**config.mk**
```make
export PLATFORM = sky130hd
export DESIGN_NAME = anadv_regs
export DESIGN_NICKNAME = d
export VERILOG_FILES = /design/src/anadv_pkg.sv /design/src/anadv_regs.sv
export SDC_FILE = /design/constraint.sdc
export NUM_CORES = 1
export LEC_CHECK = 0
export BUFFER_PORTS_ARGS = -buffer_cell sky130_fd_sc_hd__buf_2
export CORE_AREA = 2 2 59 61
export DETAILED_ROUTE_END_ITERATION = 10
export DIE_AREA = 0 0 61 63
export PLACE_DENSITY = 0.83
export RECOVER_POWER = 100
export SYNTH_ARGS = -nofsm -noshare
export SYNTH_HDL_FRONTEND = slang
export SYNTH_SLANG_ARGS = --single-unit
```
**constraint.sdc**
```tcl
create_clock -name clk_i -period 5.4 [get_ports clk_i]
set_clock_uncertainty 0.2 [all_clocks]
set_input_delay 0.54 -clock clk_i [delete_from_list [all_inputs] [get_ports clk_i]]
set_output_delay 0.54 -clock clk_i [all_outputs]
set_load 0.02 [all_outputs]
```
**src/anadv_pkg.sv**
```systemverilog
package anadv_pkg;

  // Management addressing of the advertisement words.
  localparam logic [4:0]  ANADV_DEVAD       = 5'h07;
  localparam logic [15:0] ANADV_MIDDLE_ADDR = 16'h0203;
  localparam logic [15:0] ANADV_UPPER_ADDR  = 16'h0204;

  // Reset values; strap-dependent bits are merged in during reset.
  localparam logic [15:0] ANADV_MIDDLE_RESET = 16'h4000;
  localparam logic [15:0] ANADV_UPPER_RESET  = 16'h0000;

  // Field positions.
  localparam int ANADV_LONG_REACH_BIT = 14;
  localparam int ANADV_ROLE_BIT       = 4;
  localparam int ANADV_HI_CAPABLE_BIT = 13;
  localparam int ANADV_HI_REQUEST_BIT = 12;

  // Writable bits; every other position is reserved.
  localparam logic [15:0] ANADV_MIDDLE_WMASK = 16'h4010;
  localparam logic [15:0] ANADV_UPPER_WMASK  = 16'h3000;

  // Base page bit 20 is bit 4 of the nonce field.
  localparam int ANADV_PAGE_ROLE_BIT = 20;

  typedef struct packed {
    logic [4:0]  devad;
    logic [15:0] regaddr;
    logic        wr;
    logic        rd;
    logic [15:0] wdata;
  } anadv_req_type;

  typedef struct packed {
    logic leader;
    logic hi_capable;
    logic hi_request;
  } anadv_strap_type;

  typedef struct packed {
    logic valid;
    logic hi_capable;
    logic hi_request;
  } anadv_partner_type;

endpackage : anadv_pkg

```
**src/anadv_regs.sv**
```systemverilog
`timescale 1ns/1ps

module anadv_regs (
  // Clock and reset
  input  wire logic                        clk_i,
  input  wire logic                        reset_n_i,
  // Management register access
  input  wire anadv_pkg::anadv_req_type    mgmt_req_i,
  output logic [15:0]                      mgmt_rdata_o,
  output logic                             mgmt_rvalid_o,
  // Configuration straps and lower word force bit
  input  wire anadv_pkg::anadv_strap_type  strap_i,
  input  wire logic                        adv_role_forced_i,
  // Link partner advertisement
  input  wire anadv_pkg::anadv_partner_type partner_i,
  // Advertised state toward the autonegotiation engine
  output logic [15:0]                      middle_word_o,
  output logic [15:0]                      upper_word_o,
  output logic [47:16]                     tx_page_o,
  output logic                             role_leader_o,
  output logic                             role_forced_o,
  output logic                             tx_high_amplitude_o
);
  import anadv_pkg::*;

  logic [15:0] autoneg_advert_middle_word;
  logic [15:0] autoneg_advert_upper_word;
  logic [15:0] next_middle;
  logic [15:0] next_upper;
  logic [15:0] next_rdata;
  logic        next_rvalid;
  logic        next_high_amp;
  logic        hit_dev;
  logic        hit_middle;
  logic        hit_upper;
  logic        adv_long_reach_ability;
  logic        adv_role_leader;
  logic        adv_high_amplitude_capable;
  logic        adv_high_amplitude_request;

  assign hit_dev    = (mgmt_req_i.devad == ANADV_DEVAD);
  assign hit_middle = hit_dev && (mgmt_req_i.regaddr == ANADV_MIDDLE_ADDR);
  assign hit_upper  = hit_dev && (mgmt_req_i.regaddr == ANADV_UPPER_ADDR);

  assign adv_long_reach_ability     =
    autoneg_advert_middle_word[ANADV_LONG_REACH_BIT];
  assign adv_role_leader            =
    autoneg_advert_middle_word[ANADV_ROLE_BIT];
  assign adv_high_amplitude_capable =
    autoneg_advert_upper_word[ANADV_HI_CAPABLE_BIT];
  assign adv_high_amplitude_request =
    autoneg_advert_upper_word[ANADV_HI_REQUEST_BIT];

  // Register write path.
  always_comb begin
    next_middle = autoneg_advert_middle_word;
    next_upper  = autoneg_advert_upper_word;
    if (mgmt_req_i.wr && hit_middle) begin
      next_middle = mgmt_req_i.wdata & ANADV_MIDDLE_WMASK;
    end
    if (mgmt_req_i.wr && hit_upper) begin
      next_upper = mgmt_req_i.wdata & ANADV_UPPER_WMASK;
    end
    if (!reset_n_i) begin
      // Straps load on every reset cycle; the level at release sticks.
      next_middle = ANADV_MIDDLE_RESET;
      next_middle[ANADV_ROLE_BIT] = strap_i.leader;
      next_upper  = ANADV_UPPER_RESET;
      next_upper[ANADV_HI_CAPABLE_BIT] = strap_i.hi_capable;
      next_upper[ANADV_HI_REQUEST_BIT] = strap_i.hi_request;
    end
  end

  always_ff @(posedge clk_i) begin
    autoneg_advert_middle_word <= next_middle;
    autoneg_advert_upper_word  <= next_upper;
  end

  // Read path; unmapped addresses answer zero so software sees no stale data.
  always_comb begin
    next_rdata  = 16'h0000;
    next_rvalid = 1'b0;
    if (reset_n_i && mgmt_req_i.rd) begin
      next_rvalid = 1'b1;
      if (hit_middle) begin
        next_rdata = autoneg_advert_middle_word;
      end else if (hit_upper) begin
        next_rdata = autoneg_advert_upper_word;
      end
    end
  end

  // Amplitude resolution; low level until the partner page is valid, since
  // a stale partner ability must never push the line to the high level.
  always_comb begin
    next_high_amp = 1'b0;
    if (partner_i.valid && adv_long_reach_ability &&
        adv_high_amplitude_capable && partner_i.hi_capable) begin
      next_high_amp = adv_high_amplitude_request ||
                      partner_i.hi_request;
    end
    if (!reset_n_i) begin
      next_high_amp = 1'b0;
    end
  end

  always_ff @(posedge clk_i) begin
    mgmt_rdata_o        <= next_rdata;
    mgmt_rvalid_o       <= next_rvalid;
    tx_high_amplitude_o <= next_high_amp;
    middle_word_o       <= next_middle;
    upper_word_o        <= next_upper;
    tx_page_o           <= {next_upper, next_middle};
    role_leader_o       <= next_middle[ANADV_ROLE_BIT];
    role_forced_o       <= reset_n_i && adv_role_forced_i;
  end
endmodule : anadv_regs

```
# Yosys cells after proc, flatten, opt, wreduce, memory -nomap -nowiden
# Cells that the tools add are included.
# Widths: inputs -> output; s select.
# word_totals
reg_bits	84
latch_bits	0
ram_bits	0
romBits	0
inputBits	48
out_inout_bits	84
wordCells	29
memories	0
# classes
add_sub_neg	0
mul	0
n_div	0
order_cmp	0
eq_ne	3
shifts	0
mux	7
bitwise	0
n_reduce_logical	11
# ops
op	n
$mux 16	6
$eq 16x10->1 const B	2
$logic_and 1x1->1	9
$eq 5x3->1 const B	1
$reduce_and 2->1	1
$logic_or 1x1->1	1
$mux 1	1

# Longest topological paths before layout
# Gate-level depths: netlist of run 1.
# depth
word_depth	5
mapped_depth	5
depth_no_buf	4

# Worst setup path after synthesis of run 1
# No wires, ideal clock.
# synth_timing
path_type	input to register
from	input port mgmt_req_i[37] in the netlist's numbering
to	register tx_page_o[30] in the netlist's numbering
setup_ns	0.120
t_arrival_ns	1.976
required_time_ns	5.080
setup_slack_ns	3.104
cell_stages	4
path_buffers	0
path_cell_list	or4b_4 or4_4 nand2b_4 a211o_1
# synth_via
elab_chain_len	5
# synth_rtl
element	line_no	source
start, declared	anadv_regs.sv:8	input wire anadv_pkg::anadv_req_type mgmt_req_i,
$eq 5x3->1	anadv_regs.sv:41	assign hit_dev = (mgmt_req_i.devad == ANADV_DEVAD);
$logic_and 1x1->1	anadv_regs.sv:42	assign hit_middle = hit_dev && (mgmt_req_i.regaddr == ANADV_MIDDLE_ADDR);
$logic_and 1x1->1	anadv_regs.sv:58	if (mgmt_req_i.wr && hit_middle) begin
$mux 16	anadv_regs.sv:58	
$mux 16	anadv_regs.sv:64	if (!reset_n_i) begin
end signal, assigned	anadv_regs.sv:113	tx_page_o <= {next_upper, next_middle};
end, declared	anadv_regs.sv:19	output logic [47:16] tx_page_o,
# No other way between the ends.
# A chain may end at the register's enable or synchronous reset.

# Worst setup path after layout of run 1
# Ends and elaborated chain as after synthesis.

==> impl_metrics.ini, run 1 <==
[routing]
firstDrtPassIters = 4
vias = 768
viasPerCell = 3.51
ant_nets = 0
drt_iter0_drc = 43
wire_per_inst_um = 7.64
drcViolationCount = 0
drt-total-wl_um = 1670

[setup_path]
path_max_fanout = 3
crit_type = in2reg
cp.arrival_ps = 2260
reg2reg_to = tx_high_amplitude_o
regToRegStartpoint = tx_page_o[44]
r2r_setup_slack_ps = 4430
worst_r2r_path_depth = 2
cp-end-kind = flop
setup.worst_path.start_class = primary input
worst_ep_required_time_ps = 5360

[run_status]
status = finished clean

[yosys]
syn_inst = 125
synth_area_leaders = buf_4 51%, dfxtp_1 15%, edfxtp_1 8.5%, and2_1 3.5%, o2bb2ai_1 2.5%
ys_warn_count = 0
synth-seq-cells = 11
syn_area_um2 = 1070
yosysUniqueCellTypes = 25
synth_top_area_share_pct = 51.4
yosys.area.top_type = buf_4
ys_seq_area_share_pct = 23.5
syn_avg_cell_area_um2 = 8.53

[pwr]
clock_power_share_pct = 25.2
sequentialPowerShare_pct = 41.4
p_per_area_nw_per_um2 = 202
p_comb_share_pct = 33.4
switching_share_pct = 39.7
intPower_mw = 0.131
p_switching_mw = 0.0858
peakVddDrop_mv = 0.0448
total_power_mw = 0.216
static-leakage-power_nw = 0.566

[finish]
final_layout_size_suffix_gt1_share_pct = 22.5
syn2layout_area_growth_pct = 0.234
nets = 222
antenna_cells = 0

[clocking]
numCtsBuffers = 3
cts.sinks = 11
cts_max_path_buffers = 2
cts_hold_buf = 0
cts_tree = done
htree_levels = 1
clock_latency_ps = 270
cts_root_buf = clkbuf_4
cts_resized = 0
clk_pin_slew_ps = 70
post-cts-setup-buffers = 0

[grt]
grt_max_degree = 11
grt_pass1_vias = 536
grt-ovfl-total = 0
antenna_found_initial = 0
track_usage_pct = 7.55
grt_pass1_wl_um = 2180

[sta]
period_share_pct = 42.6
hold_viol = 0
whs_ps = 281
setup_viol = 0
rsz0062_at_grt = false
drv_slew = 0
final.setup.tns_ps = 0
fmax_mhz = 435
final.min_clock_period_ps = 2300

[placed_design]
gp_congestion = 0.787
dpl.hpwl_um = 1510
portBuffers = 51

[floorplan]
initial_core_util_pct = 33.0
fp.dieArea_um2 = 3840
std_cell_rows = 21
core-area_um2 = 3230
fp.dieW_um = 61
io_pins = 132
die_h_um = 63

[min_path]
min_from = adv_role_forced_i
min_path_type = in2reg
min_to = role_forced_o
holdPathStages = 2

[job]
cap_violations = 0
==> power groups by stage <==
| stage | clock (mW) | combinational (mW) | sequential [mW] |
|---|---|---|---|
| final | 0.0545 | 0.0723 | 0.0895 |
| after global routing | 0.0600 | 0.0782 | 0.0901 |
| after CTS | 0.0554 | 0.0736 | 0.0894 |
| after detailed placement | 0 | 0.0735 | 0.0913 |
| after global placement | 0 | 0.0729 | 0.0910 |
| after floorplan | 0 | 0.0920 | 0.0948 |
==> synth_stat cells <==
cell type / count
and4b_2: 1
clkbuf_1: 1
nor4bb_1: 1
and3_1: 1
nand2_1: 6
nand2b_4: 1
nand4_1: 3
o2bb2ai_1: 3
a211o_1: 1
o21ai_0: 1
conb_1: 1
nor2b_1: 1
nor4_1: 2
buf_4: 73
nor2_1: 5
nand2_2: 1
edfxtp_1: 3
nor3b_1: 1
or4_4: 1
dfxtp_1: 8
inv_1: 1
and2_1: 6
or4b_1: 1
and4b_1: 1
or4b_4: 1
==> flip-flops by register name, summed over array words and instances (netlist names) <==
register,count
mgmt_rdata_o,4
mgmt_rvalid_o,1
role_forced_o,1
tx_high_amplitude_o,1
tx_page_o,4
==> stage by stage <==
stage | instances | utilization [%] | cell area (um2) | worst slack, ps
2_1_floorplan | 192 | - | 1320 | 3100
3_3_place_gp | 215 | 33.4 | 1080 | 2940
3_5_place_dp | 215 | 33.4 | 1080 | 2930
4_1_cts | 219 | 34.2 | 1100 | 3210
5_1_grt | 219 | 33.1 | 1070 | 3020
6_report | 219 | 33.1 | 1070 | 3100
==> placed cells by master (no fill, tap or decap), types with 2 or more instances in the layout <==
| cell | instances |
|---|---|
| dfxtp_1 | 8 |
| nor2_1 | 5 |
| edfxtp_1 | 3 |
| o2bb2ai_1 | 3 |
| clkbuf_1 | 18 |
| nand2_1 | 6 |
| and2_1 | 3 |
| or4b_1 | 2 |
| nand4_1 | 3 |
| conb_1 | 68 |
| and2_0 | 3 |
| buf_2 | 34 |
| clkbuf_4 | 3 |
| nor4_1 | 2 |
==> cells by family after synthesis <==
kind of cell / Yosys count / share of synthesized area [%]
and+or+nand+nor: 33 / 20.3
other: 1 / 0.352
buffers and inverters: 75 / 52.1
AOI/OAI and AO/OA: 5 / 3.76
DFF: 11 / 23.5
==> layer usage <==
layer / part of all wire [%] / global-route usage [%]
met2: 48 / 13.7
met4: 2.2 / 5.71
met3: 15 / 0.621
met5: 0 / 0
met1: 35 / 7.46
==> final cells by class <==
| type | count | area [um2] |
|---|---|---|
| Clock buffer | 4 | 26.3 |
| Fill cell | 345 | 2160 |
| Multi-Input combinational cell | 106 | 497 |
| Sequential cell | 11 | 250 |
| Timing Repair Buffer | 51 | 234 |
| Inverter | 1 | 3.75 |
| Tap cell | 46 | 57.6 |
==> worst max-delay path by stage <==
stage / cells past startpoint / start / end
3_5_place_dp: 5 / mgmt_req_i[37] / tx_page_o[30]
6_report: 5 / mgmt_req_i[37] / tx_page_o[30]
4_1_cts: 5 / mgmt_req_i[37] / tx_page_o[30]
2_1_floorplan: 4 / mgmt_req_i[37] / tx_page_o[30]
5_1_grt: 5 / mgmt_req_i[37] / tx_page_o[30]
3_3_place_gp: 5 / mgmt_req_i[37] / tx_page_o[30]
==> worst max-delay path, cell delays in order <==
cell and delay [ps]:
buf_2 100, or4b_1 610, or4_1 520, nand2b_1 200, a211o_1 290
(Power assumes the default switching activity.)
==> run 2, diff against run 1 <==
- ABC_AREA: default -> 1
- CORE_AREA: 2 2 59 61 -> 2 2 62 64
- DIE_AREA: 0 0 61 63 -> 0 0 64 66
- PLACE_DENSITY: 0.83 -> 0.79
- clock period: 5.4 -> 2.3 ns (I/O delays scaled with it)
==> run 2 against run 1 <==
Against the previous run:
- clock power grew 130%
- count of clock-buffer cells in the layout is the same
- critical path type is now reg2out
- via count grew 15%
- critical path depth shrank 4
- synthesized cell count grew 23%
- sequential cell count is the same
- setup slack lost 2200 ps
==> impl_metrics.ini, run 2 <==
[floorplan]
core-area_um2 = 3550
fp.dieArea_um2 = 4220
fp.dieW_um = 64
die_h_um = 66
io_pins = 132
initial_core_util_pct = 32.7
std_cell_rows = 22

[yosys]
async_reset_ff_share_pct = 0
syn_inst = 154
syn_avg_cell_area_um2 = 7.55
synth_area_leaders = buf_4 48%, dfxtp_1 14%, edfxtp_1 7.8%, nand2_1 6.1%, inv_1 3.6%
synth_flop_cell = dfxtp_1
synth_compound_area_share_pct = 2.37
synth_edf_count = 3
synth_top_family_by_area = buffers and inverters
syn_area_um2 = 1160
ys_seq_area_share_pct = 21.5
yosys.area.top_type = buf_4
synthAdderAreaFrac_pct = 0
synth_mux_area_share_pct = 0
ys_warn_count = 0
synth_top_area_share_pct = 47.8
yosysUniqueCellTypes = 20
synthTopCellsByCount = 74 x buf_4, 19 x nand2_1, 11 x inv_1
synth_xor_area_share_pct = 0
synth-seq-cells = 11
yosys.cell_count.top_type = buf_4
synthSimpleGateAreaFrac_pct = 23.5

[clocking]
post-cts-setup-buffers = 0
cts.sinks = 11
cts_tree = done
htree_levels = 1
cts_root_buf = clkbuf_4
clock_latency_ps = 260
clk_pin_slew_ps = 60
numCtsBuffers = 3
cts_max_path_buffers = 2

[sta]
fmax_mhz = 734
drv_slew = 0
setup_viol = 0
final.min_clock_period_ps = 1360
hold_viol = 0
rsz0062_at_grt = false
final.setup.tns_ps = 0
period_share_pct = 59.3

[routing]
drcViolationCount = 0
viasPerCell = 3.50
ant_nets = 0
wire_per_inst_um = 7.77
firstDrtPassIters = 4
drt-total-wl_um = 1960
drt_iter0_drc = 20
vias = 881

[min_path]
min_path_type = in2reg
min_from = partner_i[2]

[grt]
grt-ovfl-total = 0
antenna_found_initial = 0
grt_pass1_vias = 696
grt_pass1_wl_um = 2790
grt_max_degree = 10
track_usage_pct = 8.46

[finish]
final_cell_mix = 68 x conb_1, 35 x buf_2, 19 x nand2_1
nets = 253
final_layout_size_suffix_gt1_share_pct = 25.0
reg_top3 = mgmt_rdata_o (4), tx_page_o (4)
final_common_cell = conb_1
antenna_cells = 0
stdcell_count = 252
syn2layout_area_growth_pct = 1.40

[placed_design]
dpl.hpwl_um = 1730
gp_congestion = 0.665
portBuffers = 51
place_inst = 246

[setup_path]
cp.arrival_ps = 930
cp-end-kind = primary output
regToRegStartpoint = tx_page_o[44]
critPathSlowestCell = edfxtp_1
critical-path-top-delay-family = flip-flops
path_buf_inv = 1
setup.worst_path.start_class = flop
path_max_fanout = 4
crit_path_max_incr_delay_ps = 410
crit_type = reg2out
worst_ep_required_time_ps = 1870
cp-startpoint = tx_page_o[44]
worstPathCellList = clkbuf_1

[pwr]
p_per_area_nw_per_um2 = 445
total_power_mw = 0.524
peakVddDrop_mv = 0.0902
static-leakage-power_nw = 0.671

[job]
cap_violations = 0

[run_status]
status = finished clean
[run 2: kinds of logic after synthesis]
logic type,count (synthesis)
buffers and inverters,88
AND/OR/NAND/NOR,50
AO/OA/AOI/OAI,4
other,1
flip-flops,11
[run 2: metal layers]
metal,global-route usage [%],vias up,routed length (um),share of wire [%]
met5,0,-,0,0
met4,5.71,0,45,2.3
met3,1.19,5,266,14
met2,16.7,68,973,50
met1,8.03,378,671,34
li1,-,430,-,-
[run 2: layout make-up]
type | count | area [um2]
Fill cell | 421 | 2370
Multi-Input combinational cell | 122 | 534
Timing Repair Buffer | 53 | 255
Sequential cell | 11 | 250
Tap cell | 48 | 60.1
Inverter | 14 | 52.6
Clock buffer | 4 | 26.3
[run 2: path summary, 6_finish.rpt]
kind	end	slack (ps)	cells past startpoint
max	tx_page_o[44]	940	1
min	tx_high_amplitude_o	20	3
max reg2reg	mgmt_rdata_o[12]	1370	1
min reg2reg	mgmt_rdata_o[14]	310	2
[run 2: metrics by stage]
stage	cell area, um2	setup WS [ps]	hold slack [ps]	util, %
after global routing	1180	809	24.7	33.2
final	1180	937	15.4	33.2
after floorplan	1410	1010	128	-
after detailed placement	1170	802	215	33.1
after CTS	1220	963	9.41	34.4
after global placement	1170	814	217	33.1
[run 2: repair_timing]
| action | CTS | global route |
|---|---|---|
| setup endpoints to repair | 0 | 0 |
| hold buffers | 2 | 0 |
| resized for setup | 0 | 0 |
| hold endpoints to repair | 2 | 0 |
[run 2: report_power, final]
part | leakage (nW) | switching, mW | total (mW) | internal, mW
Sequential | 0.0940 | 0.00493 | 0.211 | 0.206
Clock | 0.0150 | 0.0598 | 0.127 | 0.0671
Combinational | 0.562 | 0.148 | 0.186 | 0.0384
